**src/common/flash_front_pkg.sv**
```systemverilog
// constants, types and register map shared by the flash serial front end
// assumes a 250 MHz system clock and a 32-bit apb register port

package flash_front_pkg;

    // ----------------------------------------------------------------------
    // timing
    // ----------------------------------------------------------------------
    localparam int CLK_PERIOD_NS = 4;
    localparam int BUSY_TIME_NS = 400;
    localparam int BUSY_CYCLES = BUSY_TIME_NS / CLK_PERIOD_NS;

    // ----------------------------------------------------------------------
    // protocol selection
    // ----------------------------------------------------------------------
    typedef enum logic [1:0] {PROTO_EXT, PROTO_DUAL, PROTO_QUAD} proto_t;

    localparam int EV_DUAL_BIT = 6;
    localparam int EV_QUAD_BIT = 7;
    localparam int NV_DUAL_BIT = 2;
    localparam int NV_QUAD_BIT = 3;
    localparam logic [7:0] EVCFG_RESET = 8'hff;
    localparam logic [15:0] NVCFG_RESET = 16'hffff;

    // ----------------------------------------------------------------------
    // serial commands
    // ----------------------------------------------------------------------
    localparam logic [7:0] CMD_WRITE_ENABLE = 8'h06;
    localparam logic [7:0] CMD_READ_STATUS = 8'h05;
    localparam logic [7:0] CMD_READ_FLAGS = 8'h70;
    localparam logic [7:0] CMD_WRITE_EVCFG = 8'h61;
    localparam logic [7:0] CMD_READ_EVCFG = 8'h65;
    localparam logic [7:0] CMD_WRITE_NVCFG = 8'hb1;
    localparam logic [7:0] CMD_PROGRAM = 8'h02;
    localparam logic [7:0] CMD_ERASE = 8'hd8;
    localparam logic [3:0] ADDR_BYTES = 4'h3;
    localparam logic [3:0] RESCUE_ONES = 4'h8;
    localparam logic [3:0] RESCUE_FAIL = 4'hf;
    localparam int FIFO_DEPTH = 4;
    localparam int DATA_W = 8;

    // ----------------------------------------------------------------------
    // apb register map
    // ----------------------------------------------------------------------
    localparam logic [7:0] REG_NVCFG = 8'h00;
    localparam logic [7:0] REG_CTRL = 8'h04;
    localparam logic [7:0] REG_STATUS = 8'h08;
    localparam int CTRL_BOOT_BIT = 0;
    localparam int CTRL_CLR_OVR_BIT = 1;
    localparam int ST_PROTO_LSB = 0;
    localparam int ST_BUSY_BIT = 2;
    localparam int ST_WEL_BIT = 3;
    localparam int ST_VOLSEL_BIT = 4;
    localparam int ST_ACCEL_BIT = 5;
    localparam int ST_OVERRUN_BIT = 6;
    localparam int ST_EFF_LSB = 8;
    localparam int ST_EVCFG_LSB = 16;

endpackage

```
**src/hw/byte_fifo.sv**
```systemverilog
// small flip-flop fifo with valid/ready on both sides
// assumes one clock and a synchronous active-low reset
`timescale 1ns/1ps

module byte_fifo #(
    parameter int WIDTH = 8,
    parameter int DEPTH = 4
) (
    input wire logic clk,
    input wire logic nrst,
    input wire logic inValid,
    output logic inReady,
    input wire logic [WIDTH-1:0] inData,
    output logic outValid,
    input wire logic outReady,
    output logic [WIDTH-1:0] outData
);
    localparam int PW = (DEPTH > 1) ? $clog2(DEPTH) : 1;
    localparam int CW = $clog2(DEPTH + 1);

    typedef struct packed {
        logic [DEPTH-1:0][WIDTH-1:0] mem;
        logic [PW-1:0] wrPtr;
        logic [PW-1:0] rdPtr;
        logic [CW-1:0] count;
    } fifo_t;

    fifo_t st;
    fifo_t next_st;
    logic push;
    logic pop;

    assign inReady = (st.count != CW'(DEPTH));
    assign outValid = (st.count != '0);
    assign outData = st.mem[st.rdPtr];
    assign push = inValid & inReady;
    assign pop = outValid & outReady;

    // ----------------------------------------------------------------------
    // pointers wrap explicitly so depth need not be a power of two
    // ----------------------------------------------------------------------
    always_comb begin
        next_st = st;
        if (push) begin
            next_st.mem[st.wrPtr] = inData;
            next_st.wrPtr = (st.wrPtr == PW'(DEPTH - 1)) ? '0 : st.wrPtr + 1'b1;
        end
        if (pop) begin
            next_st.rdPtr = (st.rdPtr == PW'(DEPTH - 1)) ? '0 : st.rdPtr + 1'b1;
        end
        if (push && !pop) begin
            next_st.count = st.count + 1'b1;
        end else if (pop && !push) begin
            next_st.count = st.count - 1'b1;
        end
    end

    always_ff @(posedge clk) begin
        if (!nrst) begin
            st <= '0;
        end else begin
            st <= next_st;
        end
    end
endmodule // byte_fifo

```
**src/hw/flash_front.sv**
```systemverilog
// serial front end of a multi-line flash: protocol select, command decode, apb port
// assumes pins arrive asynchronously and the serial clock is far slower than clk
//
// Functional notes
// - every input bit is captured on a rising serial clock edge
// - output bits change on falling serial clock edges
// - serial clock may idle low or high; both work
// - both clock idle levels work in single, dual and quad protocols
// - data lines are driven only while selected; otherwise released
// - default protocol: command on line 0, single-line address and data
// - volatile write with bit7 one, bit6 zero selects dual at once
// - volatile write with bit7 zero selects quad at once
// - volatile choice reverts at boot, rescue sequence, or new volatile write
// - nonvolatile bit3 one, bit2 zero boots into dual until set back to one
// - nonvolatile bit3 zero boots into quad until set back to one
// - quad falls back to single-line while accelerated program or erase runs
// - quad resumes once the accelerating supply pin goes low
// - boot loads working setup from nonvolatile copy; volatile writes act at once
// - status bit0 reads one while a write, program or erase is busy
//
// The placing of the registers and the APB interface to the registers were decided locally.
`timescale 1ns/1ps

module flash_front
    import flash_front_pkg::*;
(
    input wire logic clk,
    input wire logic nrst,
    input wire logic psel,
    input wire logic penable,
    input wire logic pwrite,
    input wire logic [7:0] paddr,
    input wire logic [31:0] pwdata,
    output logic [31:0] prdata,
    output logic pready,
    output logic pslverr,
    input wire logic sclkPin,
    input wire logic selectN,
    input wire logic [3:0] ioIn,
    output logic [3:0] ioOut,
    output logic [3:0] ioDriveN,
    input wire logic vppPin,
    output logic [DATA_W-1:0] progData,
    output logic progValid,
    input wire logic progReady
);
    typedef enum logic [2:0] {PH_CMD, PH_ARG, PH_DATA, PH_OUT, PH_IGNORE} phase_t;

    typedef struct packed {
        logic sclkMeta;
        logic sclkSync;
        logic sclkPrev;
        logic selMeta;
        logic selSync;
        logic [3:0] ioMeta;
        logic [3:0] ioSync;
        logic vppMeta;
        logic vppSync;
        phase_t phase;
        logic [7:0] cmd;
        logic [3:0] bitCnt;
        logic [3:0] byteCnt;
        logic [7:0] shiftIn;
        logic [7:0] outShift;
        logic [3:0] outCnt;
        logic [3:0] ioOut;
        logic [3:0] ioDriveN;
        logic [3:0] rescueCnt;
        proto_t proto;
        logic volSel;
        logic [7:0] evcfg;
        logic [15:0] nvcfg;
        logic [7:0] nvLow;
        logic wel;
        logic busy;
        logic [15:0] busyCnt;
        logic accelHold;
        logic workPend;
        logic pushValid;
        logic [7:0] pushData;
        logic overrun;
        logic [31:0] prdata;
        logic pslverr;
    } front_t;

    front_t st;
    front_t next_st;
    logic fifoInReady;

    // ----------------------------------------------------------------------
    // helpers
    // ----------------------------------------------------------------------
    function automatic proto_t evProto(input logic [7:0] v);
        if (!v[EV_QUAD_BIT]) begin
            return PROTO_QUAD;
        end else if (!v[EV_DUAL_BIT]) begin
            return PROTO_DUAL;
        end
        return PROTO_EXT;
    endfunction

    function automatic proto_t nvProto(input logic [15:0] v);
        if (!v[NV_QUAD_BIT]) begin
            return PROTO_QUAD;
        end else if (!v[NV_DUAL_BIT]) begin
            return PROTO_DUAL;
        end
        return PROTO_EXT;
    endfunction

    function automatic logic [7:0] readSource(input front_t s);
        unique case (s.cmd)
            CMD_READ_STATUS: return {6'h00, s.wel, s.busy};
            CMD_READ_FLAGS: return {~s.busy, 7'h00};
            default: return s.evcfg;
        endcase
    endfunction

    // ----------------------------------------------------------------------
    // next-state logic
    // ----------------------------------------------------------------------
    always_comb begin
        logic rise;
        logic fall;
        logic doneByte;
        logic [7:0] inByte;
        logic [3:0] lanes;
        proto_t effProto;
        rise = 1'b0;
        fall = 1'b0;
        doneByte = 1'b0;
        inByte = 8'h00;
        lanes = 4'h1;
        effProto = st.proto;
        next_st = st;

        // two flops on every pin before any logic looks at it
        next_st.sclkMeta = sclkPin;
        next_st.sclkSync = st.sclkMeta;
        next_st.sclkPrev = st.sclkSync;
        next_st.selMeta = selectN;
        next_st.selSync = st.selMeta;
        next_st.ioMeta = ioIn;
        next_st.ioSync = st.ioMeta;
        next_st.vppMeta = vppPin;
        next_st.vppSync = st.vppMeta;
        next_st.pushValid = 1'b0;

        rise = st.sclkSync & ~st.sclkPrev;
        fall = ~st.sclkSync & st.sclkPrev;
        if (st.proto == PROTO_QUAD && st.accelHold) begin
            effProto = PROTO_EXT;
        end
        unique case (effProto)
            PROTO_DUAL: lanes = 4'h2;
            PROTO_QUAD: lanes = 4'h4;
            default: lanes = 4'h1;
        endcase

        // ------------------------------------------------------------------
        // apb: answer in the access cycle, data prepared during setup
        // ------------------------------------------------------------------
        if (psel && !penable) begin
            next_st.pslverr = 1'b0;
            next_st.prdata = 32'h0000_0000;
            unique case (paddr)
                REG_NVCFG: next_st.prdata = {16'h0000, st.nvcfg};
                REG_CTRL: next_st.prdata = 32'h0000_0000;
                REG_STATUS: begin
                    next_st.prdata[ST_PROTO_LSB +: 2] = st.proto;
                    next_st.prdata[ST_BUSY_BIT] = st.busy;
                    next_st.prdata[ST_WEL_BIT] = st.wel;
                    next_st.prdata[ST_VOLSEL_BIT] = st.volSel;
                    next_st.prdata[ST_ACCEL_BIT] = st.accelHold;
                    next_st.prdata[ST_OVERRUN_BIT] = st.overrun;
                    next_st.prdata[ST_EFF_LSB +: 2] = effProto;
                    next_st.prdata[ST_EVCFG_LSB +: 8] = st.evcfg;
                    next_st.pslverr = pwrite;
                end
                default: next_st.pslverr = 1'b1;
            endcase
        end
        if (psel && penable && pwrite) begin
            if (paddr == REG_NVCFG) begin
                next_st.nvcfg = pwdata[15:0];
            end else if (paddr == REG_CTRL) begin
                if (pwdata[CTRL_BOOT_BIT]) begin
                    // boot reload wipes any volatile choice
                    next_st.proto = nvProto(st.nvcfg);
                    next_st.volSel = 1'b0;
                    next_st.evcfg = EVCFG_RESET;
                    next_st.wel = 1'b0;
                end
                if (pwdata[CTRL_CLR_OVR_BIT]) begin
                    next_st.overrun = 1'b0;
                end
            end
        end

        // ------------------------------------------------------------------
        // busy timer and accelerated-supply fallback
        // ------------------------------------------------------------------
        if (st.busy) begin
            if (st.busyCnt != 16'h0000) begin
                next_st.busyCnt = st.busyCnt - 16'h0001;
            end else if (!progValid) begin
                next_st.busy = 1'b0;
            end
        end
        if (!st.vppSync) begin
            next_st.accelHold = 1'b0;
        end
        // set wins over a same-cycle software clear
        if (st.pushValid && !fifoInReady) begin
            next_st.overrun = 1'b1;
        end

        // ------------------------------------------------------------------
        // serial engine
        // ------------------------------------------------------------------
        if (st.selSync) begin
            next_st.phase = PH_CMD;
            next_st.bitCnt = 4'h0;
            next_st.byteCnt = 4'h0;
            next_st.rescueCnt = 4'h0;
            next_st.ioDriveN = 4'hf;
            if (st.workPend) begin
                next_st.workPend = 1'b0;
                next_st.busy = 1'b1;
                next_st.busyCnt = 16'(BUSY_CYCLES);
                next_st.wel = 1'b0;
                next_st.accelHold = st.vppSync & (st.proto == PROTO_QUAD);
            end
        end else begin
            if (rise) begin
                // rescue: eight ones on line 0 from select, in any protocol
                if (st.rescueCnt < RESCUE_ONES) begin
                    next_st.rescueCnt = st.ioSync[0] ? st.rescueCnt + 4'h1 : RESCUE_FAIL;
                    if (st.ioSync[0] && st.rescueCnt == RESCUE_ONES - 4'h1) begin
                        next_st.proto = PROTO_EXT;
                        next_st.volSel = 1'b0;
                        next_st.evcfg = EVCFG_RESET;
                    end
                end
                unique case (lanes)
                    4'h2: inByte = {st.shiftIn[5:0], st.ioSync[1:0]};
                    4'h4: inByte = {st.shiftIn[3:0], st.ioSync[3:0]};
                    default: inByte = {st.shiftIn[6:0], st.ioSync[0]};
                endcase
                next_st.shiftIn = inByte;
                if (st.bitCnt + lanes >= 4'h8) begin
                    next_st.bitCnt = 4'h0;
                    doneByte = 1'b1;
                end else begin
                    next_st.bitCnt = st.bitCnt + lanes;
                end
            end
            if (doneByte) begin
                unique case (st.phase)
                    PH_CMD: begin
                        next_st.cmd = inByte;
                        next_st.byteCnt = 4'h0;
                        next_st.phase = PH_IGNORE;
                        unique case (inByte)
                            CMD_WRITE_ENABLE: next_st.wel = ~st.busy;
                            CMD_READ_STATUS, CMD_READ_FLAGS, CMD_READ_EVCFG: begin
                                next_st.phase = PH_OUT;
                                next_st.cmd = inByte;
                                next_st.outShift = readSource(next_st);
                                next_st.outCnt = 4'h0;
                            end
                            CMD_WRITE_EVCFG, CMD_WRITE_NVCFG, CMD_PROGRAM, CMD_ERASE: begin
                                if (st.wel && !st.busy) begin
                                    next_st.phase = PH_ARG;
                                end
                            end
                            default: next_st.phase = PH_IGNORE;
                        endcase
                    end
                    PH_ARG: begin
                        next_st.byteCnt = st.byteCnt + 4'h1;
                        unique case (st.cmd)
                            CMD_WRITE_EVCFG: begin
                                // volatile write acts on the very next bit
                                next_st.evcfg = inByte;
                                next_st.proto = evProto(inByte);
                                next_st.volSel = 1'b1;
                                next_st.wel = 1'b0;
                                next_st.phase = PH_IGNORE;
                            end
                            CMD_WRITE_NVCFG: begin
                                if (st.byteCnt == 4'h0) begin
                                    next_st.nvLow = inByte;
                                end else begin
                                    // stored only; protocol follows it at next boot
                                    next_st.nvcfg = {inByte, st.nvLow};
                                    next_st.workPend = 1'b1;
                                    next_st.phase = PH_IGNORE;
                                end
                            end
                            CMD_ERASE: begin
                                if (st.byteCnt == ADDR_BYTES - 4'h1) begin
                                    next_st.workPend = 1'b1;
                                    next_st.phase = PH_IGNORE;
                                end
                            end
                            default: begin
                                if (st.byteCnt == ADDR_BYTES - 4'h1) begin
                                    next_st.workPend = 1'b1;
                                    next_st.phase = PH_DATA;
                                end
                            end
                        endcase
                    end
                    PH_DATA: begin
                        // no way to stall the host; a full fifo loses the byte
                        next_st.pushValid = 1'b1;
                        next_st.pushData = inByte;
                    end
                    default: next_st.phase = st.phase;
                endcase
            end
            if (fall && st.phase == PH_OUT) begin
                unique case (lanes)
                    4'h2: begin
                        next_st.ioOut = {2'b00, st.outShift[7:6]};
                        next_st.ioDriveN = 4'b1100;
                    end
                    4'h4: begin
                        next_st.ioOut = st.outShift[7:4];
                        next_st.ioDriveN = 4'b0000;
                    end
                    default: begin
                        next_st.ioOut = {2'b00, st.outShift[7], 1'b0};
                        next_st.ioDriveN = 4'b1101;
                    end
                endcase
                if (st.outCnt + lanes >= 4'h8) begin
                    // status bytes repeat live while the clock keeps running
                    next_st.outShift = readSource(st);
                    next_st.outCnt = 4'h0;
                end else begin
                    next_st.outShift = st.outShift << lanes;
                    next_st.outCnt = st.outCnt + lanes;
                end
            end
        end
    end

    // ----------------------------------------------------------------------
    // state register
    // ----------------------------------------------------------------------
    always_ff @(posedge clk) begin
        if (!nrst) begin
            st <= '0;
            st.selMeta <= 1'b1;
            st.selSync <= 1'b1;
            st.ioDriveN <= 4'hf;
            st.evcfg <= EVCFG_RESET;
            st.nvcfg <= NVCFG_RESET;
            st.proto <= PROTO_EXT;
        end else begin
            st <= next_st;
        end
    end

    // ----------------------------------------------------------------------
    // program data buffer
    // ----------------------------------------------------------------------
    byte_fifo #(
        .WIDTH(DATA_W),
        .DEPTH(FIFO_DEPTH)
    ) dataBuf (
        .clk(clk),
        .nrst(nrst),
        .inValid(st.pushValid),
        .inReady(fifoInReady),
        .inData(st.pushData),
        .outValid(progValid),
        .outReady(progReady),
        .outData(progData)
    );

    assign prdata = st.prdata;
    assign pready = 1'b1;
    assign pslverr = st.pslverr;
    assign ioOut = st.ioOut;
    assign ioDriveN = st.ioDriveN;
endmodule // flash_front

```
**config.mk**
```make
export PLATFORM = sky130hd
export DESIGN_NAME = flash_front
export DESIGN_NICKNAME = d
export VERILOG_FILES = /design/src/common/flash_front_pkg.sv /design/src/hw/byte_fifo.sv /design/src/hw/flash_front.sv
export SDC_FILE = /design/constraint.sdc
export NUM_CORES = 1
export LEC_CHECK = 0
export BUFFER_PORTS_ARGS = -buffer_cell sky130_fd_sc_hd__buf_2
export CORE_AREA = 2 2 181 183
export DETAILED_ROUTE_END_ITERATION = 12
export DIE_AREA = 0 0 183 185
export GPL_TIMING_DRIVEN = 0
export PLACE_DENSITY = 0.52
export SETUP_SLACK_MARGIN = 0.5
export SYNTH_ARGS = -nofsm -noshare
export SYNTH_HDL_FRONTEND = slang
export SYNTH_SLANG_ARGS = --single-unit
```
**constraint.sdc**
```tcl
create_clock -name clk -period 7.1 [get_ports clk]
set_clock_uncertainty 0.05 [all_clocks]
set_input_delay 1.065 -clock clk [delete_from_list [all_inputs] [get_ports clk]]
set_output_delay 1.065 -clock clk [all_outputs]
set_load 0.005 [all_outputs]
```
==> flow_metrics.tcl <==
set metrics [dict create \
    hold_path_class "flop to flop" \
    antenna_left 0 \
    antenna_found_initial 0 \
    multiInputGateArea_mm2 0.00487 \
    drive_gt1_frac 0.159 \
    pre_cts_ws_ns 2.36 \
    die_area_mm2 0.0339 \
    whs_path_depth 1 \
    grt_pass1_wl_um 44500 \
    placed_cell_area_mm2 0.0103 \
    r2r_end "st[79]" \
    cts_resized 0 \
    crit_start "st[96]" \
    hpwl_um 21300 \
    synth_cells 1111 \
    floorplan.initialDensity 0.294 \
    root_buffer "clkbuf_16" \
    power_density_mw_per_mm2 212 \
    port_buffers 78 \
    min_from "next_st[159]" \
    synth_edf_count 0 \
    finalSetupTns_ns 0 \
    dr.pass1.iters 5 \
    cp_data_arrival_time_ns 5.10 \
    worstSetupPathType "flop to flop" \
    ys.flop_type "dfxtp_1" \
    die_height_um 185 \
    antenna_cells 0 \
    maxCapViolCount 0 \
    drc 0 \
    die_w_um 183 \
    yosysUniqueCellTypes 85 \
    yosys-top-cells-area "dfxtp_1 41%, nor2_1 4.9%, a21oi_1 4.7%" \
    reg2reg_slack_ns 2.32 \
    cellLeakagePower_nw 4.14 \
    cts_tree "built" \
    h-tree-depth 4 \
    gp_congestion 0.892 \
    synth_most_common_cell "dfxtp_1" \
    regArea_mm2 0.00386 \
    syn_avg_cell_area_um2 8.47 \
    row_count 66 \
    cp.required_ns 7.42 \
    final_nets 1289 \
    setup_viol 0 \
    wl_um 28400 \
    peakVddDrop_uv 190 \
    drv_slew 0 \
    yosysWarnings 0 \
    yosysSeqAreaShare 0.410 \
    hold_buffers 0 \
    async_flop_share 0 \
    post-route-min-period_ns 4.78 \
    grt_pass1_vias 7675 \
    yosys-top-cells-count "193 x dfxtp_1, 124 x nor2_1, 113 x nand2_1, 89 x a21oi_1, 72 x nand3_1" \
    fin_crit_sh 0.673 \
    worst_slew_pin_slew_ns 1.13 \
    r2r_start "st[96]" \
    clkLatencyLatePin_ns 0.46 \
    cts_buffer_depth 2 \
    worstSetupStartpointType "flop" \
    clkTransAtPathRegs_ns 0.08 \
    drt_iter0_drc 560 \
    avgRoutedWirePerCell_um 17.4 \
    cp-end-kind "flop" \
    rsz0062_at_grt "false" \
    hold_path_end "st[159]" \
    viasPerCell 5.12 \
    synth.top_cell.area_share 0.410 \
    clock-sinks 193 \
    ys_seq_elements 193 \
    final_hold_viol_count 0 \
    cts_buffers 17 \
    area_delta_synth_final_pct 16.5 \
    io_pins 104 \
    fmax_mhz 209 \
    rr_worst_depth 13 \
    status "complete, no violations" \
    gr-total-overflow 0 \
    cts_setup_buffers 0 \
    synth_top_area_cell "dfxtp_1" \
    num_vias 8372 \
    n_fill_cell 3458 \
    finish.instance_area_mm2 0.0110 \
    critPathMaxFanout 10 \
    syn_area_mm2 0.00941 \
    setup_ws_ns 2.32 \
    grtUsageTotal 0.170 \
    timing.slew.headroom 0.235 \
    grt_max_degree 19 \
    core-area_mm2 0.0320 \
]
==> worst max-delay path by stage <==
stage                        end  slack [ns]  depth (start not counted)
after CTS                 st[79]        2.33                         13
after floorplan           st[79]        3.73                         13
after detailed placement  st[79]        2.36                         13
after global placement    st[83]        2.40                         13
after global routing      st[79]        1.96                         13
final                     st[79]        2.32                         13
==> layer usage <==
layer	routed length, µm	track usage
met2	13300	0.279
met1	13300	0.230
met4	454	0.0515
met3	1320	0.0279
met5	0	0
==> metrics by stage <==
| stage | utilization | total power [mW] | hold slack [ns] | cells |
|---|---|---|---|---|
| after CTS | 0.342 | 2.35 | 0.369 | 1636 |
| after detailed placement | 0.323 | 1.32 | 0.353 | 1604 |
| final | 0.342 | 2.32 | 0.364 | 1636 |
| after global routing | 0.342 | 2.42 | 0.401 | 1636 |
| after floorplan | - | 1.26 | 0.336 | 1118 |
| after global placement | 0.323 | 1.32 | 0.353 | 1604 |
==> cell families (layout without fill, tap and decap cells) <==
kind of cell             after synthesis  count (layout)  synth area share
AO/OA/AOI/OAI                        234             234             0.165
XOR/XNOR                              21              21            0.0195
adder cells (fa/ha/maj)               21              21            0.0303
buffers and inverters                137             247            0.0750
flip-flops                           193             193             0.410
multiplexers                          44              44            0.0578
other                                  2               9          0.000798
AND/OR/NAND/NOR                      459             459             0.241
==> registers in the layout, indices dropped and copies added (netlist names) <==
| name | cells |
|---|---|
| st | 114 |
| dataBuf.st | 39 |
| prdata | 24 |
| next_st | 8 |
| ioOut | 4 |
| ioDriveN | 3 |
| pslverr | 1 |
==> cell type report <==
cell class / count / area share
Tap cell: 408 / 0.0466
Sequential cell: 193 / 0.352
Clock inverter: 15 / 0.0179
Timing Repair Buffer: 78 / 0.0356
Clock buffer: 17 / 0.0388
Multi-Input combinational cell: 788 / 0.444
Buffer: 109 / 0.0548
Inverter: 28 / 0.00959
==> placed cells by master, fill, tap and decap left out, types with 4 or more instances in the layout <==
cell / instances
clkbuf_16: 17
nor2b_1: 21
ha_1: 18
nand4_1: 7
buf_4: 41
xnor2_1: 11
nand3b_1: 8
clkbuf_1: 52
a211oi_1: 27
inv_6: 6
nand2b_1: 11
a311oi_1: 5
o311a_1: 4
nand2_1: 113
xor2_1: 10
buf_2: 84
nor4_1: 12
a31oi_1: 6
mux4_2: 8
a221oi_1: 11
and4_1: 5
inv_1: 26
mux2i_1: 33
o211ai_1: 5
conb_1: 9
buf_1: 6
nand3_1: 72
or3_1: 8
nor3_1: 28
o21a_1: 5
nor2_1: 124
dfxtp_1: 193
buf_6: 4
a21oi_1: 89
and3_1: 7
o22ai_1: 8
and2_1: 17
o21ai_0: 35
==> worst max-delay path, cell delays in order, from the launching register on <==
cell	delay (ns)
dfxtp_1	0.34
clkbuf_1	0.44
inv_1	0.12
a21boi_0	0.53
ha_1	0.49
ha_1	0.28
a21o_1	0.16
a21oi_1	0.25
xnor2_1	0.26
nand2_1	0.27
nor4_2	0.74
clkbuf_1	0.45
a211oi_1	0.09
o21ai_0	0.20
==> where the power goes <==
part           total (mW)  leakage, nW  switching (mW)  internal, mW
registers            1.12         1.56          0.0157          1.10
logic               0.177         2.28           0.107        0.0702
clock network        1.03        0.298           0.465         0.565
total                2.32         4.14           0.587          1.74
Note: power is estimated with default switching activity, not from simulation.
